[config.mk]
export PLATFORM = sky130hd
export DESIGN_NAME = reset_escalation_control
export DESIGN_NICKNAME = d
export VERILOG_FILES = /design/src/reset_escalation_pkg.sv /design/src/esc_ctr_if.sv /design/src/esc_counter.sv /design/src/reset_escalation_control.sv
export SDC_FILE = /design/constraint.sdc
export NUM_CORES = 1
export LEC_CHECK = 0
export ABC_AREA = 1
export BUFFER_PORTS_ARGS = -buffer_cell sky130_fd_sc_hd__buf_4
export CAP_MARGIN = 5
export CORE_ASPECT_RATIO = 1.5
export CORE_MARGIN = 10
export CORE_UTILIZATION = 45
export DETAILED_ROUTE_END_ITERATION = 8
export MAX_ROUTING_LAYER = met4
export PLACE_DENSITY = 0.78
export SYNTH_ARGS = -nofsm -noshare
export SYNTH_HDL_FRONTEND = slang
export SYNTH_SLANG_ARGS = --single-unit
export TNS_END_PERCENT = 30
[constraint.sdc]
create_clock -name clk -period 3.2 [get_ports clk]
set_clock_uncertainty 0.15 [all_clocks]
set_input_delay 0.32 -clock clk [delete_from_list [all_inputs] [get_ports clk]]
set_output_delay 0.32 -clock clk [all_outputs]
set_load 0.03 [all_outputs]
[src/reset_escalation_pkg.sv]
/*
  Constants, state type and timing counts shared by the reset escalation
  control and its escalation counter.
  Assumes a 10 MHz system clock; all times are converted to clock cycles here.
*/
package reset_escalation_pkg;

  // Requested mode codes written to the mode control register
  localparam logic [3:0] MODE_FUNC_RESET = 4'h0;
  localparam logic [3:0] MODE_DESTR_RESET = 4'hF;

  // Escalation counter width and reset values of the thresholds
  localparam int CNT_W = 4;
  localparam logic [CNT_W-1:0] FUNC_THR_RESET = 4'h8;
  localparam logic [CNT_W-1:0] DESTR_THR_RESET = 4'h0;

  // Number of critical functional event inputs
  localparam int N_EVT = 8;

  // Alternative reaction encoding, one bit per event
  localparam logic ALT_IRQ = 1'h0;
  localparam logic ALT_NMI = 1'h1;

  // Clock and reset pulse timing
  localparam int CLK_PERIOD_NS = 100;
  localparam int FUNC_PULSE_NS = 1000;
  localparam int DESTR_PULSE_NS = 2000;
  localparam int FUNC_PULSE_CYC = (FUNC_PULSE_NS + CLK_PERIOD_NS - 1) / CLK_PERIOD_NS;
  localparam int DESTR_PULSE_CYC = (DESTR_PULSE_NS + CLK_PERIOD_NS - 1) / CLK_PERIOD_NS;
  localparam int TMR_W = 5;

  // Reset sequencer states, Gray coded along idle -> func -> destr
  typedef enum logic [1:0] {
    SEQ_IDLE = 2'h0,
    SEQ_FUNC = 2'h1,
    SEQ_DESTR = 2'h3
  } seq_state_t;

endpackage

[src/esc_ctr_if.sv]
/*
  Carrier between the sequencer and one escalation counter.
  Assumes a single clock domain; the counter owns count, thr and at_limit.
*/
`timescale 1ns/100ps
interface esc_ctr_if #(parameter int CNT_W = 4);
  logic inc;
  logic clr;
  logic thr_wr;
  logic [CNT_W-1:0] thr_data;
  logic [CNT_W-1:0] count;
  logic [CNT_W-1:0] thr;
  logic at_limit;

  modport seq (output inc, output clr, output thr_wr, output thr_data,
               input count, input thr, input at_limit);
  modport ctr (input inc, input clr, input thr_wr, input thr_data,
               output count, output thr, output at_limit);
endinterface

[src/esc_counter.sv]
/*
  Escalation counter with programmable threshold.
  Assumes the sequencer raises inc for one cycle per counted reset; a zero
  threshold disables escalation.
*/
`timescale 1ns/100ps
module esc_counter
  import reset_escalation_pkg::*;
#(
  parameter int W = 4,
  parameter logic [W-1:0] THR_INIT = '0
)
(
  // Clock and reset
  input wire logic clk,
  input wire logic arst_n,
  // Sequencer side
  esc_ctr_if.ctr port_c
);

  logic [W-1:0] count;
  logic [W-1:0] thr;
  logic [W-1:0] next_count;
  logic [W-1:0] next_thr;
  logic [W-1:0] base;

  // Clear first, then the increment, so a reset counted in the clearing
  // cycle is kept rather than lost
  always_comb
  begin
    base = (port_c.clr || port_c.thr_wr) ? '0 : count;
    next_thr = port_c.thr_wr ? port_c.thr_data : thr;
    if (port_c.inc && base != '1)
    begin
      next_count = base + W'(1);
    end
    else
    begin
      next_count = base;
    end
  end

  // Power-on clears the count; threshold returns to its default
  always_ff @(posedge clk or negedge arst_n)
  begin
    if (!arst_n)
    begin
      count <= '0;
      thr <= THR_INIT;
    end
    else
    begin
      count <= next_count;
      thr <= next_thr;
    end
  end

  // Next counted reset reaches the threshold; zero threshold never hits
  assign port_c.at_limit = (thr != '0) && (count + W'(1) == thr);
  assign port_c.count = count;
  assign port_c.thr = thr;

endmodule

[src/reset_escalation_control.sv]
/*
  Reset generator: software mode requests, critical event reactions and
  functional / destructive reset escalation.
  Assumes all inputs are synchronous to clk, write strobes are one-cycle
  pulses and arst_n is the power-on reset.
*/
`timescale 1ns/100ps
// Contract
// Mode code zero starts a functional reset
// Mode code all ones starts destructive reset
// Count each functional reset while escalation enabled
// Count reaching threshold gives destructive reset instead
// Count cleared by software, destructive, power-on
// Destructive counting off until nonzero threshold written
// Functional escalation enabled straight after reset
// Event with disable bit zero launches reset
// Disabled event takes selected alternative reaction
// Software clears count after startup checks
// Threshold write restarts the functional count
module reset_escalation_control
  import reset_escalation_pkg::*;
#(
  parameter int NE = N_EVT
)
(
  // Clock and power-on reset
  input wire logic clk,
  input wire logic arst_n,
  // Mode control register write
  input wire logic mode_wr,
  input wire logic [3:0] mode_target,
  // Escalation threshold writes and count clears
  input wire logic func_thr_wr,
  input wire logic [CNT_W-1:0] func_thr_data,
  input wire logic func_count_clr,
  input wire logic destr_thr_wr,
  input wire logic [CNT_W-1:0] destr_thr_data,
  input wire logic destr_count_clr,
  // Event configuration registers
  input wire logic event_disable_wr,
  input wire logic [NE-1:0] event_disable_data,
  input wire logic event_alt_wr,
  input wire logic [NE-1:0] event_alt_data,
  // Critical functional events and status clear
  input wire logic [NE-1:0] event_in,
  input wire logic [NE-1:0] event_status_clr,
  // Reset outputs
  output logic func_reset,
  output logic destr_reset,
  output logic reset_halt,
  // Alternative reactions
  output logic alt_irq,
  output logic alt_nmi,
  // Status
  output logic [NE-1:0] event_status,
  output logic [NE-1:0] event_reset_disable_reg,
  output logic [NE-1:0] event_alt_reaction_reg,
  output logic [CNT_W-1:0] func_count,
  output logic [CNT_W-1:0] destr_count
);

  seq_state_t state;
  seq_state_t next_state;
  logic [TMR_W-1:0] tmr;
  logic [TMR_W-1:0] next_tmr;
  logic next_func_reset;
  logic next_destr_reset;
  logic next_reset_halt;
  logic next_alt_irq;
  logic next_alt_nmi;
  logic [NE-1:0] next_event_status;
  logic [NE-1:0] next_disable;
  logic [NE-1:0] next_alt;
  logic [NE-1:0] reset_events;
  logic [NE-1:0] alt_events;
  logic sw_func_req;
  logic sw_destr_req;
  logic func_req;
  logic destr_req;
  logic destr_start;

  esc_ctr_if #(.CNT_W(CNT_W)) func_if ();
  esc_ctr_if #(.CNT_W(CNT_W)) destr_if ();

  // Functional reset escalation counter, enabled from power-on
  esc_counter #(.W(CNT_W), .THR_INIT(FUNC_THR_RESET)) u_func_ctr
  (
    .clk(clk),
    .arst_n(arst_n),
    .port_c(func_if.ctr)
  );

  // Destructive reset counter, disabled until a nonzero threshold arrives
  esc_counter #(.W(CNT_W), .THR_INIT(DESTR_THR_RESET)) u_destr_ctr
  (
    .clk(clk),
    .arst_n(arst_n),
    .port_c(destr_if.ctr)
  );

  // Split events into reset launchers and alternative reactions
  always_comb
  begin
    reset_events = event_in & ~event_reset_disable_reg;
    alt_events = event_in & event_reset_disable_reg;
    sw_func_req = mode_wr && (mode_target == MODE_FUNC_RESET);
    sw_destr_req = mode_wr && (mode_target == MODE_DESTR_RESET);
    func_req = sw_func_req || (|reset_events);
    // A functional request that reaches the threshold escalates
    destr_req = sw_destr_req || (func_req && func_if.at_limit);
  end

  // Sequencer: requests are taken only in idle; destructive wins
  always_comb
  begin
    next_state = state;
    next_tmr = tmr;
    func_if.inc = 1'b0;
    destr_start = 1'b0;
    next_reset_halt = reset_halt;
    unique case (state)
      SEQ_IDLE:
      begin
        if (destr_req && !reset_halt)
        begin
          next_state = SEQ_DESTR;
          next_tmr = TMR_W'(DESTR_PULSE_CYC - 1);
          destr_start = 1'b1;
          // Last allowed destructive reset: hold the device in reset
          if (destr_if.at_limit)
          begin
            next_reset_halt = 1'b1;
          end
        end
        else if (func_req && !reset_halt)
        begin
          next_state = SEQ_FUNC;
          next_tmr = TMR_W'(FUNC_PULSE_CYC - 1);
          func_if.inc = 1'b1;
        end
      end
      SEQ_FUNC, SEQ_DESTR:
      begin
        if (tmr == '0)
        begin
          next_state = SEQ_IDLE;
        end
        else
        begin
          next_tmr = tmr - TMR_W'(1);
        end
      end
      default:
      begin
        next_state = SEQ_IDLE;
      end
    endcase
    next_func_reset = (next_state == SEQ_FUNC);
    next_destr_reset = (next_state == SEQ_DESTR) || next_reset_halt;
  end

  // Counter control: software clears, destructive entry clears functional
  always_comb
  begin
    // Every destructive start clears the functional count, but the
    // destructive count only moves once a nonzero threshold enables it
    func_if.clr = func_count_clr || destr_start;
    destr_if.inc = destr_start && (destr_if.thr != '0);
    func_if.thr_wr = func_thr_wr;
    func_if.thr_data = func_thr_data;
    destr_if.clr = destr_count_clr;
    destr_if.thr_wr = destr_thr_wr;
    destr_if.thr_data = destr_thr_data;
  end

  // Event configuration, status and alternative reaction pulses
  always_comb
  begin
    next_disable = event_disable_wr ? event_disable_data : event_reset_disable_reg;
    next_alt = event_alt_wr ? event_alt_data : event_alt_reaction_reg;
    // Set wins over clear so an event in the clearing cycle stays visible
    next_event_status = (event_status & ~event_status_clr) | event_in;
    next_alt_irq = |(alt_events & ~event_alt_reaction_reg);
    next_alt_nmi = |(alt_events & event_alt_reaction_reg);
  end

  // Sequencer and output registers
  always_ff @(posedge clk or negedge arst_n)
  begin
    if (!arst_n)
    begin
      state <= SEQ_IDLE;
      tmr <= '0;
      func_reset <= 1'b0;
      destr_reset <= 1'b0;
      reset_halt <= 1'b0;
    end
    else
    begin
      state <= next_state;
      tmr <= next_tmr;
      func_reset <= next_func_reset;
      destr_reset <= next_destr_reset;
      reset_halt <= next_reset_halt;
    end
  end

  // Configuration defaults to all events launching a reset
  always_ff @(posedge clk or negedge arst_n)
  begin
    if (!arst_n)
    begin
      event_reset_disable_reg <= '0;
      event_alt_reaction_reg <= '0;
      event_status <= '0;
      alt_irq <= 1'b0;
      alt_nmi <= 1'b0;
    end
    else
    begin
      event_reset_disable_reg <= next_disable;
      event_alt_reaction_reg <= next_alt;
      event_status <= next_event_status;
      alt_irq <= next_alt_irq;
      alt_nmi <= next_alt_nmi;
    end
  end

  // Counts come straight from the counter flip-flops
  assign func_count = func_if.count;
  assign destr_count = destr_if.count;

endmodule

==> flow_summary_export.csv <==
group,metric,value,unit
min_path,hold_path_depth,2,
min_path,hold_class,"input port to flop",
final_layout,area_delta_synth_final,32.5,%
critical_path,cp_max_fo,7,
pwr,peakVddDrop,0.292,mV
critical_path,cp.required,3.24,ns
sta,fmax,356,MHz
sta,min_period,2.81,ns
global_route,gr-total-overflow,0,
pwr,leakage,1.86,nW
status,run_status,"finished, final reports clean",
yosys,netlist_area,2620,um^2
floorplanning,die_width,82.2,um
clock_tree,clkTransAtPathRegs,0.10,ns
yosys,synth-edff-count,0,
placed_design,dpl.hpwl,5690,um
yosys,avgSynthCellArea,8.46,um^2
critical_path,cp_cell_sequence,"ha_1 -> xnor2_1 -> inv_1 -> nand2_1 -> nand2_1 -> nand3_1 -> nand2_2 -> nand2_4 -> nand2_1 -> nor2_1 -> ha_1 -> nand2_1 -> inv_1 -> nand4_1 -> nand2_2 -> inv_1 -> nand3_1 -> nand2_1",
clock_tree,cts-root-buf,"clkbuf_8",
final_layout,antenna_cells,0,
global_route,grt_max_degree,53,
global_route,use_met2,28.1,%
sta,hold_viol_final,0,
detailed_routing,first_iter_violations,145,
global_route,grt_util_met3,2.70,%
final_layout,drive_above_1_share,27.7,%
final_layout,layout.nets,461,
placed_design,place_inst,467,
yosys,synth_most_common_cell,"nand2_1",
detailed_routing,antenna_left,0,
critical_path,slowest_delay,0.46,ns
clock_tree,cts_buffer_depth,2,
placed_design,dp_worst_setup_slack,0.449,ns
yosys,synth_nets,367,
pwr,power_density,403,nW/um^2
critical_path,r2r_setup_slack,0.39,ns
yosys,yosys.area.top_type,"dfrtp_1",
floorplanning,ios,90,
floorplanning,design.die.area,9320,um^2
sta,rsz0062_at_grt,"no",
global_route,use_met1,16.7,%
floorplanning,num_rows,34,
job,drv_cap,0,
global_route,antenna_found_initial,0,
critical_path,crit_path_end_kind,"flop",
yosys,ys_top_cells_by_area,"dfrtp_1 (49%), nand2_1 (9.5%), inv_1 (7.8%)",
detailed_routing,num_vias,2389,
detailed_routing,finalWirelength,6970,um
detailed_routing,wl_per_cell,14.6,um
sta,maxSlewViolCount,0,
sta,fin_ws,0.395,ns
yosys,synth_flop_cell,"dfrtp_1",
sta,relSlewSlack,56.7,%
global_route,grt_pass1_wl,11600,um
sta,period_share,87.7,%
sta,tns,0,ns
sta,tightest_slew,0.649,ns
clock_tree,cts_tree,"built",
global_route,grt_pass1_vias,2550,
detailed_routing,drc,0,
critical_path,crit_top_cell,"nand2_1",
yosys,yosysSeqAreaShare,49.8,%
yosys,netlist_instances,309,
floorplanning,die-height,113,um
yosys,synth_seq_cells,52,
yosys,synthArstFlopShare,100,%
final_layout,finalNonFillerCells,476,
critical_path,cp_data_arrival_time,2.85,ns
clock_tree,clock-sinks,52,
detailed_routing,firstDrtPassIters,4,
critical_path,reg2reg_depth,18,
floorplanning,core_area,5740,um^2
yosys,yosysTopAreaCellShare,48.8,%
clock_tree,h-tree-depth,2,
clock_tree,cts_made_buffers,5,
global_route,groute.usage.overall,16.0,%
yosys,synthTopCellsByCount,"nand2_1 (66), inv_1 (54), dfrtp_1 (51), nand3_1 (27), o21ai_0 (27)",
sta,setup_viol,0,
critical_path,slowest_stage,"dfrtp_1",
placed_design,placement.io_buffers,89,
placed_design,gp_congestion,0.841,
clock_tree,post_cts.repair.setup_buffers,0,
critical_path,crit_path_start_kind,"flop",
yosys,yosys_warnings,0,
global_route,gr-max-usage-layer,"met2",
yosys,yosysUniqueCellTypes,33,
floorplanning,initial_core_util,45.5,%
clock_tree,clk_latency,0.31,ns
detailed_routing,viasPerCell,5.02,
critical_path,worstSetupPathType,"flop to flop",
## where the power goes
part | switching (mW) | leakage, nW | total [mW] | internal, mW
Clock | 0.216 | 0.0434 | 0.391 | 0.175
Combinational | 0.158 | 1.18 | 0.277 | 0.118
Sequential | 0.0320 | 0.637 | 0.729 | 0.697
## layer usage
layer	vias to the layer above	part of all wire (%)
met5	-	0
met4	0	2.7
met3	14	4.9
met2	75	54
met1	1116	39
li1	1184	-
## stage by stage
step	total power, mW	util [%]	area (um^2)	hold WS, ns
2_1_floorplan	0.873	-	2620	-0.126
3_3_place_gp	1.01	58.5	3360	0.244
3_5_place_dp	1.02	58.5	3360	0.244
4_1_cts	1.41	60.3	3470	0.0119
5_1_grt	1.47	60.3	3470	0.0130
6_report	1.40	60.3	3470	0.0255
## what timing repair did
action / CTS / global route
setup endpoints to repair: 0 / 0
gates resized for setup: 0 / 0
hold buffers: 1 / 0
hold endpoints to repair: 51 / 0
## cell families after synthesis
kind of cell	synth area share, %
simple gates	21.6
buf+inv	8.47
compound gates	11.9
flops	49.8
xor+xnor	3.68
mux	2.15
fa+ha+maj	2.39
## area by class of cell
class / count / area (um^2)
well taps: 72 / 90.1
multi-input cells: 199 / 1090
repair buffers: 90 / 678
inverters: 55 / 206
flip-flops and latches: 52 / 1300
clock inverters: 2 / 15.0
clock buffers: 6 / 82.6
fillers: 532 / 2280
## cell usage in the layout, fill, tap and decap left out, drive strengths merged
| cell | n |
|---|---|
| xor2 | 5 |
| clkbuf | 6 |
| o311ai | 1 |
| o211ai | 1 |
| dlygate4sd3 | 1 |
| o2111ai | 3 |
| mux2 | 5 |
| dfstp | 1 |
| a21oi | 6 |
| o21bai | 6 |
| ha | 5 |
| nand3 | 28 |
| nor2 | 21 |
| dfrtp | 51 |
| o2111a | 1 |
| nand3b | 1 |
| o22ai | 2 |
| inv | 55 |
| nor4 | 1 |
| nand2 | 71 |
| xnor2 | 6 |
| o21ai | 28 |
| nand4 | 2 |
| clkinvlp | 2 |
| o41ai | 1 |
| a221oi | 1 |
| nor3 | 2 |
| a31oi | 2 |
| buf | 89 |
## worst paths after layout
check	endpoint	start
max in group asynchronous	event_reset_disable_reg[6]	arst_n
hold reg to reg	state[1]	state[1]
hold / removal	event_status[1]	event_status_clr[1]
min in group asynchronous	destr_reset	arst_n
setup reg to reg	u_func_ctr.port_c.count[2]	u_func_ctr.port_c.count[0]
setup / recovery	u_func_ctr.port_c.count[2]	u_func_ctr.port_c.count[0]
## worst max-delay path: cells and delay by family (launching register included)
family                   cells  cell delay, ns
AND/OR/NAND/NOR             12            1.14
adder cells (fa/ha/maj)      2            0.47
flip-flops                   1            0.46
buffers and inverters        3            0.24
XOR/XNOR                     1            0.22
Power figures use the tool's default switching activity.
